==> src/include/radio_ctl_pkg.sv <==
// Constants for the radio control-setting decode block
package radio_ctl_pkg;
   // ------------------------------------------------------------
   // Register addresses (4-bit address field)
   // ------------------------------------------------------------
   localparam logic [3:0] ADDR_DIV_INT_FRAC_LO = 4'h3;
   localparam logic [3:0] ADDR_FRAC_HI = 4'h4;
   localparam logic [3:0] ADDR_SYNTH_CFG = 4'h5;
   localparam logic [3:0] ADDR_FILTER = 4'h7;
   localparam logic [3:0] ADDR_MODE = 4'h8;
   localparam logic [3:0] ADDR_TX_CFG = 4'h9;
   localparam logic [3:0] ADDR_PA_CFG = 4'hA;
   localparam logic [3:0] ADDR_TX_GAIN = 4'hC;
   localparam logic [3:0] ADDR_RX_CM = 4'hF;
   // ------------------------------------------------------------
   // Serial frame layout: 14 data bits then 4 address bits, MSB first
   // ------------------------------------------------------------
   localparam int DATA_BITS = 14;
   localparam int ADDR_BITS = 4;
   localparam int FRAME_BITS = 18;
   localparam logic [13:0] REG_RESET = 14'h0000;
   // ------------------------------------------------------------
   // Field positions
   // ------------------------------------------------------------
   localparam int HP_SEL_LSB = 12;
   localparam int TX_FINE_LSB = 3;
   localparam int CM_TRIM_LSB = 10;
   localparam int MON_SRC_LSB = 8;
   localparam int MON_GATE_BIT = 10;
   localparam int GAIN_SRC_BIT = 10;
   localparam int PA_BIAS1_LSB = 0;
   localparam int PA_BIAS2_LSB = 3;
   localparam int PA_DLY_LSB = 10;
   localparam int REF_DIV_BIT = 2;
   localparam int FRAC_LO_LSB = 8;
   // ------------------------------------------------------------
   // Encodings
   // ------------------------------------------------------------
   localparam logic [1:0] HP_100HZ = 2'h0;
   localparam logic [1:0] HP_4KHZ = 2'h1;
   localparam logic [1:0] HP_30KHZ = 2'h2;
   localparam logic [1:0] HP_600KHZ = 2'h3;
   localparam logic [1:0] MON_STRENGTH = 2'h0;
   localparam logic [1:0] MON_TEMP = 2'h1;
   localparam logic [1:0] MON_PDET = 2'h2;
   localparam logic [2:0] TX_FINE_MAX = 3'h5;
   // ------------------------------------------------------------
   // PA delay timing
   // ------------------------------------------------------------
   localparam int CLK_MHZ = 40;
   localparam int PA_DLY_MIN_NS = 200;
   localparam int PA_DLY_MAX_NS = 7000;
   localparam int PA_DLY_MIN_CYC = (PA_DLY_MIN_NS * CLK_MHZ + 999) / 1000;
   localparam int PA_DLY_MAX_CYC = (PA_DLY_MAX_NS * CLK_MHZ) / 1000;
   localparam int PA_DLY_STEP_CYC = (PA_DLY_MAX_CYC - PA_DLY_MIN_CYC) / 15;
endpackage : radio_ctl_pkg

==> src/rtl/pa_delay_timer.sv <==
// PA enable delay timer started on each transmit rising edge
`timescale 1ns/1ps
module pa_delay_timer #(
   parameter int CW = 9
) (
   // Clock and reset
   input wire logic sys_clk,
   input wire logic rst_n,
   // Control
   input wire logic tx_on,
   input wire logic [3:0] delay_code,
   // Result
   output logic pa_enable
);
   logic [CW-1:0] cnt_q, cnt_d;
   logic tx_prev_q, tx_prev_d;
   logic pa_q, pa_d;
   logic [CW-1:0] target;

   assign target = CW'(radio_ctl_pkg::PA_DLY_MIN_CYC
      + int'(delay_code) * radio_ctl_pkg::PA_DLY_STEP_CYC);

   always_comb begin
      cnt_d = cnt_q;
      pa_d = pa_q;
      tx_prev_d = tx_on;
      if (!tx_on) begin
         cnt_d = '0;
         pa_d = 1'b0;
      end else if (!tx_prev_q) begin
         cnt_d = CW'(1);
         pa_d = 1'b0;
      end else if (!pa_q) begin
         if (cnt_q >= target) begin
            pa_d = 1'b1;
         end else begin
            cnt_d = cnt_q + CW'(1);
         end
      end
   end

   always_ff @(posedge sys_clk) begin
      if (!rst_n) begin
         cnt_q <= '0;
         tx_prev_q <= 1'b0;
         pa_q <= 1'b0;
      end else begin
         cnt_q <= cnt_d;
         tx_prev_q <= tx_prev_d;
         pa_q <= pa_d;
      end
   end

   assign pa_enable = pa_q;
endmodule : pa_delay_timer

==> src/rtl/radio_control_settings.sv <==
// Serial configuration registers and analog control decode of the radio
`timescale 1ns/1ps
module radio_control_settings #(
   parameter int DELAY_CW = 9
) (
   // Clock and reset
   input wire logic sys_clk,
   input wire logic rst_n,
   // Serial port
   input wire logic ser_clk,
   input wire logic ser_cs_n,
   input wire logic ser_data,
   // Mode and gain pins
   input wire logic receive_transmit_select,
   input wire logic power_down_n,
   input wire logic highpass_corner_select,
   input wire logic [5:0] parallel_gain_pins,
   // Receive controls
   output logic rx_enable,
   output logic [1:0] rx_highpass_corner,
   output logic [1:0] rx_lowpass_coarse,
   output logic [1:0] rx_cm_trim,
   // Monitor output
   output logic monitor_enable,
   output logic [1:0] analog_monitor_out_sel,
   // Transmit controls
   output logic tx_enable,
   output logic [1:0] tx_lowpass_coarse,
   output logic [2:0] tx_lowpass_fine,
   output logic tx_fine_unused,
   output logic [5:0] tx_gain_code,
   output logic [5:0] tx_gain_atten_half_db,
   output logic [2:0] pa_bias_stage1,
   output logic [3:0] pa_bias_stage2,
   output logic pa_enable,
   // Synthesizer controls
   output logic ref_div_by_two,
   output logic [7:0] int_divider,
   output logic [19:0] frac_divider,
   output logic int_divider_out_of_range
);
   // ------------------------------------------------------------
   // Serial shift register
   // ------------------------------------------------------------
   localparam int FB = radio_ctl_pkg::FRAME_BITS;
   localparam int DB = radio_ctl_pkg::DATA_BITS;

   logic [FB-1:0] shift_q, shift_d;
   logic [4:0] bit_cnt_q, bit_cnt_d;
   logic sclk_prev_q, sclk_prev_d;
   logic cs_prev_q, cs_prev_d;
   logic wr_stb;
   logic [3:0] wr_addr;
   logic [DB-1:0] wr_data;

   always_comb begin
      shift_d = shift_q;
      bit_cnt_d = bit_cnt_q;
      sclk_prev_d = ser_clk;
      cs_prev_d = ser_cs_n;
      if (ser_cs_n) begin
         bit_cnt_d = '0;
      end else if (ser_clk && !sclk_prev_q) begin
         shift_d = {shift_q[FB-2:0], ser_data};
         if (bit_cnt_q != 5'h1F) begin
            bit_cnt_d = bit_cnt_q + 5'h01;
         end
      end
   end

   always_ff @(posedge sys_clk) begin
      if (!rst_n) begin
         shift_q <= '0;
         bit_cnt_q <= '0;
         sclk_prev_q <= 1'b0;
         cs_prev_q <= 1'b1;
      end else begin
         shift_q <= shift_d;
         bit_cnt_q <= bit_cnt_d;
         sclk_prev_q <= sclk_prev_d;
         cs_prev_q <= cs_prev_d;
      end
   end

   // Frame completes on chip-select rise with exactly a full frame shifted
   assign wr_stb = ser_cs_n && !cs_prev_q && (bit_cnt_q == 5'(FB));
   assign wr_addr = shift_q[radio_ctl_pkg::ADDR_BITS-1:0];
   assign wr_data = shift_q[FB-1:radio_ctl_pkg::ADDR_BITS];

   // ------------------------------------------------------------
   // Configuration registers
   // ------------------------------------------------------------
   logic [DB-1:0] reg3_q, reg3_d;
   logic [DB-1:0] reg4_q, reg4_d;
   logic [DB-1:0] reg5_q, reg5_d;
   logic [DB-1:0] reg7_q, reg7_d;
   logic [DB-1:0] reg8_q, reg8_d;
   logic [DB-1:0] reg9_q, reg9_d;
   logic [DB-1:0] reg10_q, reg10_d;
   logic [DB-1:0] reg12_q, reg12_d;
   logic [DB-1:0] reg15_q, reg15_d;

   always_comb begin
      reg3_d = reg3_q;
      reg4_d = reg4_q;
      reg5_d = reg5_q;
      reg7_d = reg7_q;
      reg8_d = reg8_q;
      reg9_d = reg9_q;
      reg10_d = reg10_q;
      reg12_d = reg12_q;
      reg15_d = reg15_q;
      if (wr_stb) begin
         unique case (wr_addr)
            radio_ctl_pkg::ADDR_DIV_INT_FRAC_LO: reg3_d = wr_data;
            radio_ctl_pkg::ADDR_FRAC_HI: reg4_d = wr_data;
            radio_ctl_pkg::ADDR_SYNTH_CFG: reg5_d = wr_data;
            radio_ctl_pkg::ADDR_FILTER: reg7_d = wr_data;
            radio_ctl_pkg::ADDR_MODE: reg8_d = wr_data;
            radio_ctl_pkg::ADDR_TX_CFG: reg9_d = wr_data;
            radio_ctl_pkg::ADDR_PA_CFG: reg10_d = wr_data;
            radio_ctl_pkg::ADDR_TX_GAIN: reg12_d = wr_data;
            radio_ctl_pkg::ADDR_RX_CM: reg15_d = wr_data;
            default: begin
            end
         endcase
      end
   end

   always_ff @(posedge sys_clk) begin
      if (!rst_n) begin
         reg3_q <= radio_ctl_pkg::REG_RESET;
         reg4_q <= radio_ctl_pkg::REG_RESET;
         reg5_q <= radio_ctl_pkg::REG_RESET;
         reg7_q <= radio_ctl_pkg::REG_RESET;
         reg8_q <= radio_ctl_pkg::REG_RESET;
         reg9_q <= radio_ctl_pkg::REG_RESET;
         reg10_q <= radio_ctl_pkg::REG_RESET;
         reg12_q <= radio_ctl_pkg::REG_RESET;
         reg15_q <= radio_ctl_pkg::REG_RESET;
      end else begin
         reg3_q <= reg3_d;
         reg4_q <= reg4_d;
         reg5_q <= reg5_d;
         reg7_q <= reg7_d;
         reg8_q <= reg8_d;
         reg9_q <= reg9_d;
         reg10_q <= reg10_d;
         reg12_q <= reg12_d;
         reg15_q <= reg15_d;
      end
   end

   // ------------------------------------------------------------
   // Decode
   // ------------------------------------------------------------
   logic [1:0] hp_field, mon_src;
   logic [5:0] gain_sel;
   logic mon_on;
   logic tx_mode;

   assign tx_mode = receive_transmit_select && power_down_n;
   assign hp_field = reg7_q[radio_ctl_pkg::HP_SEL_LSB +: 2];
   assign mon_src = reg8_q[radio_ctl_pkg::MON_SRC_LSB +: 2];
   assign gain_sel = reg9_q[radio_ctl_pkg::GAIN_SRC_BIT]
      ? reg12_q[5:0] : parallel_gain_pins;

   always_comb begin
      mon_on = 1'b1;
      // Gate bit low: monitor dead while highpass pin low
      if (!reg8_q[radio_ctl_pkg::MON_GATE_BIT] && !highpass_corner_select) begin
         mon_on = 1'b0;
      end
      if (mon_src == radio_ctl_pkg::MON_STRENGTH && receive_transmit_select) begin
         mon_on = 1'b0;
      end
      if (mon_src == 2'h3) begin
         mon_on = 1'b0;
      end
   end

   // Registered outputs
   logic rx_en_q;
   logic [1:0] hp_q, rxlp_q, cm_q, mon_sel_q, txlp_q;
   logic mon_en_q, tx_en_q, fine_bad_q, ref_q, int_bad_q;
   logic [2:0] fine_q, b1_q;
   logic [3:0] b2_q;
   logic [5:0] gain_q, atten_q;
   logic [7:0] int_q;
   logic [19:0] frac_q;
   logic [1:0] hp_d;
   logic [5:0] atten_d;

   always_comb begin
      if (highpass_corner_select) begin
         hp_d = radio_ctl_pkg::HP_600KHZ;
      end else if (hp_field[0]) begin
         hp_d = radio_ctl_pkg::HP_4KHZ;
      end else if (hp_field[1]) begin
         hp_d = radio_ctl_pkg::HP_30KHZ;
      end else begin
         hp_d = radio_ctl_pkg::HP_100HZ;
      end
      // Attenuation in half-dB units below maximum
      if (gain_sel >= 6'h30) begin
         atten_d = 6'h3F - gain_sel;
      end else begin
         atten_d = {(5'h17 - gain_sel[5:1]), 1'b0} + 6'h10;
      end
   end

   always_ff @(posedge sys_clk) begin
      if (!rst_n) begin
         rx_en_q <= 1'b0;
         hp_q <= radio_ctl_pkg::HP_100HZ;
         rxlp_q <= 2'h0;
         cm_q <= 2'h0;
         mon_en_q <= 1'b0;
         mon_sel_q <= radio_ctl_pkg::MON_STRENGTH;
         tx_en_q <= 1'b0;
         txlp_q <= 2'h0;
         fine_q <= 3'h0;
         fine_bad_q <= 1'b0;
         gain_q <= 6'h00;
         atten_q <= 6'h00;
         b1_q <= 3'h0;
         b2_q <= 4'h0;
         ref_q <= 1'b0;
         int_q <= 8'h00;
         frac_q <= 20'h00000;
         int_bad_q <= 1'b0;
      end else begin
         rx_en_q <= !receive_transmit_select && power_down_n;
         hp_q <= hp_d;
         rxlp_q <= reg8_q[1:0];
         cm_q <= reg15_q[radio_ctl_pkg::CM_TRIM_LSB +: 2];
         mon_en_q <= mon_on;
         mon_sel_q <= mon_src;
         tx_en_q <= tx_mode;
         txlp_q <= reg8_q[1:0];
         fine_q <= reg7_q[radio_ctl_pkg::TX_FINE_LSB +: 3];
         fine_bad_q <= reg7_q[radio_ctl_pkg::TX_FINE_LSB +: 3]
            > radio_ctl_pkg::TX_FINE_MAX;
         gain_q <= gain_sel;
         atten_q <= atten_d;
         b1_q <= reg10_q[radio_ctl_pkg::PA_BIAS1_LSB +: 3];
         b2_q <= reg10_q[radio_ctl_pkg::PA_BIAS2_LSB +: 4];
         ref_q <= reg5_q[radio_ctl_pkg::REF_DIV_BIT];
         int_q <= reg3_q[7:0];
         int_bad_q <= reg3_q[7:6] == 2'h0;
         frac_q <= {reg4_q, reg3_q[radio_ctl_pkg::FRAC_LO_LSB +: 6]};
      end
   end

   // ------------------------------------------------------------
   // PA enable delay
   // ------------------------------------------------------------
   pa_delay_timer #(
      .CW(DELAY_CW)
   ) u_pa_delay (
      .sys_clk(sys_clk),
      .rst_n(rst_n),
      .tx_on(tx_mode),
      .delay_code(reg10_q[radio_ctl_pkg::PA_DLY_LSB +: 4]),
      .pa_enable(pa_enable)
   );

   assign rx_enable = rx_en_q;
   assign rx_highpass_corner = hp_q;
   assign rx_lowpass_coarse = rxlp_q;
   assign rx_cm_trim = cm_q;
   assign monitor_enable = mon_en_q;
   assign analog_monitor_out_sel = mon_sel_q;
   assign tx_enable = tx_en_q;
   assign tx_lowpass_coarse = txlp_q;
   assign tx_lowpass_fine = fine_q;
   assign tx_fine_unused = fine_bad_q;
   assign tx_gain_code = gain_q;
   assign tx_gain_atten_half_db = atten_q;
   assign pa_bias_stage1 = b1_q;
   assign pa_bias_stage2 = b2_q;
   assign ref_div_by_two = ref_q;
   assign int_divider = int_q;
   assign frac_divider = frac_q;
   assign int_divider_out_of_range = int_bad_q;
endmodule : radio_control_settings

==> config.mk <==
export PLATFORM = sky130hd
export DESIGN_NAME = radio_control_settings
export DESIGN_NICKNAME = d
export VERILOG_FILES = /design/src/include/radio_ctl_pkg.sv /design/src/rtl/pa_delay_timer.sv /design/src/rtl/radio_control_settings.sv
export SDC_FILE = /design/constraint.sdc
export NUM_CORES = 1
export LEC_CHECK = 0
export BUFFER_PORTS_ARGS = -buffer_cell sky130_fd_sc_hd__buf_2
export CORE_ASPECT_RATIO = 0.6
export CORE_MARGIN = 2
export CORE_UTILIZATION = 40
export CTS_BUF_LIST = sky130_fd_sc_hd__clkbuf_16
export DETAILED_ROUTE_END_ITERATION = 10
export GPL_ROUTABILITY_DRIVEN = 0
export HOLD_SLACK_MARGIN = 0.06
export PLACE_DENSITY = 0.57
export SLEW_MARGIN = 10
export SYNTH_ARGS = -nofsm -noshare
export SYNTH_HDL_FRONTEND = slang
export SYNTH_HIERARCHICAL = 1
export SYNTH_SLANG_ARGS = --single-unit
export TNS_END_PERCENT = 1
==> constraint.sdc <==
create_clock -name sys_clk -period 4.3 [get_ports sys_clk]
set_clock_uncertainty 0.1 [all_clocks]
set_input_delay 0.86 -clock sys_clk [delete_from_list [all_inputs] [get_ports sys_clk]]
set_output_delay 0.86 -clock sys_clk [all_outputs]
set_load 0.005 [all_outputs]
==> flow_summary.ini <==
[drt]
first_pass_iters = 4
vias = 4125
drtIter0Drc = 169
wl_per_cell_um = 13.9
ant_nets = 0
via_per_inst = 4.73
drcViolationCount = 0
wirelength_mm = 12.1

[grt]
antenna_found_initial = 0
grt_pass1_vias = 4045
grt-ovfl-total = 0
grt_pass1_wl_mm = 20.3
grt_usage = 0.166
grt_max_degree = 41

[timing]
slew_violations = 0
relSlewSlack = 0.242
clock.fmax_ghz = 0.282
rsz0062_at_grt = false
worst_pin_slew_ns = 1.13
hold_violations = 0
finalCritPeriodShare = 0.826
finalSetupViolCount = 0
fin_crit_ns = 3.55
fin_setup_tns_ns = 0

[finish]
layout_commonest_cell = dfxtp_1
drive_above_1_share = 0.197
area_growth_pct = 20.2
final_cell_mix = dfxtp_1 (159), nand2_1 (122), buf_2 (80), mux2i_1 (66), inv_1 (54)
final_nets = 691
antenna_cells = 0

[clock_tree]
tritoncts = built
cts_hold_buf = 0
clk_pin_slew_ns = 0.07
clk-insertion-delay-late_ns = 0.42
cts.sinks = 159
postCtsSetupBuffers = 0
cts-resized-gates = 0
htreeDepth = 4
cts.path.max_buffers = 2
cts_inserted_buffers = 17
clockRootBuffer = clkbuf_16

[critical_path]
path_cells = ha_1 -> ha_1 -> ha_1 -> nand3_1 -> o211ai_1 -> o21ai_0 -> nand2_1 -> ha_1 -> a211oi_2 -> o21ai_1 -> or4_1 -> or3_1 -> a21oi_1
critical_path.top_delay_family = simple AND/OR/NAND/NOR gates
crit_type = flip-flop to flip-flop
worstSetupStartpoint = reg10_q[13]
arrival_ns = 3.80
regToRegStartpoint = reg10_q[13]
cpMaxStageDelayCell = or4_1
cp_slowest_stage_delay_ns = 0.59
endpoint_kind = flip-flop
path_max_fanout = 11
crit_top_cell = ha_1
critPathLaunchType = flip-flop
cp.required_ns = 4.55
path_buf_inv = 0

[run_status]
status = finished clean

[power]
max-vdd-ir-drop_v = 0.000195
leakage_uw = 0.00362
total_power_uw = 3150
cellPowerDensity_nw_per_um2 = 449

[floorplan]
die_w_um = 160
io-pin-count = 81
start_util = 0.405
rows = 34
die_area_um2 = 15600
dieHeight_um = 97.5
coreArea_um2 = 14400

[synthesis]
ys.flop_type = dfxtp_1
async_reset_ff_frac = 0
syn_avg_cell_area_um2 = 10.0
yosysWarnings = 6
synth.ff_latch_count = 159
syn_inst = 581
synth-edff-count = 0
synth_cell_types = 46
netlist_area_um2 = 5830
syn-num-nets = 611
seq_area_frac_synth = 0.546

[placement]
dpl.hpwl_mm = 8.61
port-buffer-count = 80

[worst_hold_path]
hp-class = flip-flop to flip-flop
worstHoldStart = reg3_q[6]

[flow_run]
max-cap-violations = 0
## layout make-up
type                            count  area, µm²
Clock buffer                       17        425
Clock inverter                     15        200
Fill cell                        1374       7370
Inverter                           54        203
Multi-Input combinational cell    344       2310
Sequential cell                   159       3180
Tap cell                          198        248
Timing Repair Buffer               85        438
## state kept, by name (all words and copies together), names as in the netlist, 2 cells and up
| name | flops |
|---|---|
| reg8_q | 5 |
| analog_monitor_out_sel | 2 |
| pa_bias_stage1 | 3 |
| reg15_q | 2 |
| tx_gain_atten_half_db | 6 |
| reg3_q | 14 |
| shift_q | 18 |
| rx_cm_trim | 2 |
| reg7_q | 5 |
| reg12_q | 6 |
| reg4_q | 14 |
| reg10_q | 11 |
| frac_divider | 20 |
| tx_lowpass_coarse | 2 |
| rx_highpass_corner | 2 |
| tx_gain_code | 6 |
| bit_cnt_q | 5 |
| u_pa_delay/cnt_q | 9 |
| pa_bias_stage2 | 4 |
| int_divider | 8 |
| tx_lowpass_fine | 3 |
## logic make-up after synthesis
| family | after synthesis | synth area share |
|---|---|---|
| AO/OA/AOI/OAI | 55 | 0.0624 |
| XOR/XNOR | 5 | 0.00751 |
| adder cells (fa/ha/maj) | 16 | 0.0343 |
| buffers and inverters | 78 | 0.0575 |
| flip-flops | 159 | 0.546 |
| multiplexers | 66 | 0.113 |
| AND/OR/NAND/NOR | 202 | 0.179 |
## where the power goes
group          switching (µW)  internal [µW]
clock                     656            939
combinational            40.3           24.9
sequential               5.50           1480
total                     702           2450
## stage by stage
stage	hold slack (ns)	std cells	worst slack, ns	area, µm²	util
finish	0.319	872	0.749	7010	0.487
global route	0.341	872	0.432	7010	0.487
CTS	0.319	872	0.759	7010	0.487
detailed placement	0.304	840	0.762	6380	0.444
global placement	0.313	840	0.898	6380	0.444
floorplan	0.296	581	1.20	5830	-
## synth_stat cells (2+ instances only)
library cell,instances,area [µm²]
o21ai_0,9,45.0
and2b_1,3,22.5
a21oi_1,12,60.1
or4_2,3,26.3
nor2_1,10,37.5
ha_1,16,200
dfxtp_1,159,3180
clkbuf_1,12,45.0
nand4_4,4,85.1
nand2_1,122,458
inv_1,54,203
a211oi_1,2,15.0
and2_1,9,56.3
buf_2,4,20.0
nand3_1,7,35.0
buf_4,4,30.0
and3_1,5,31.3
a21boi_1,18,135
o211ai_1,2,15.0
or3b_1,2,17.5
o21a_1,3,22.5
mux2i_1,66,661
nand4_1,6,37.5
nand4_2,3,37.5
xnor2_1,4,35.0
buf_6,3,33.8
or3_1,6,37.5
nor2b_1,11,68.8
nor3b_1,2,15.0
o31ai_1,4,30.0
## final timing paths
check | end | depth (start not counted) | slack (ns)
worst max-delay path | u_pa_delay/cnt_q[8] | 13 | 0.75
worst min-delay path | int_divider_out_of_range | 1 | 0.32
worst max register to register | u_pa_delay/cnt_q[8] | 13 | 0.75
worst min register to register | int_divider_out_of_range | 1 | 0.32
## metal layers
metal / global-route usage / up-vias / part of all wire
met2: 0.254 / 87 / 0.43
met1: 0.226 / 1932 / 0.50
met4: 0.0638 / 0 / 0.015
met5: 0 / - / 0
li1: - / 2088 / -
met3: 0.0418 / 18 / 0.046
Note: power is estimated with default switching activity, not from simulation.
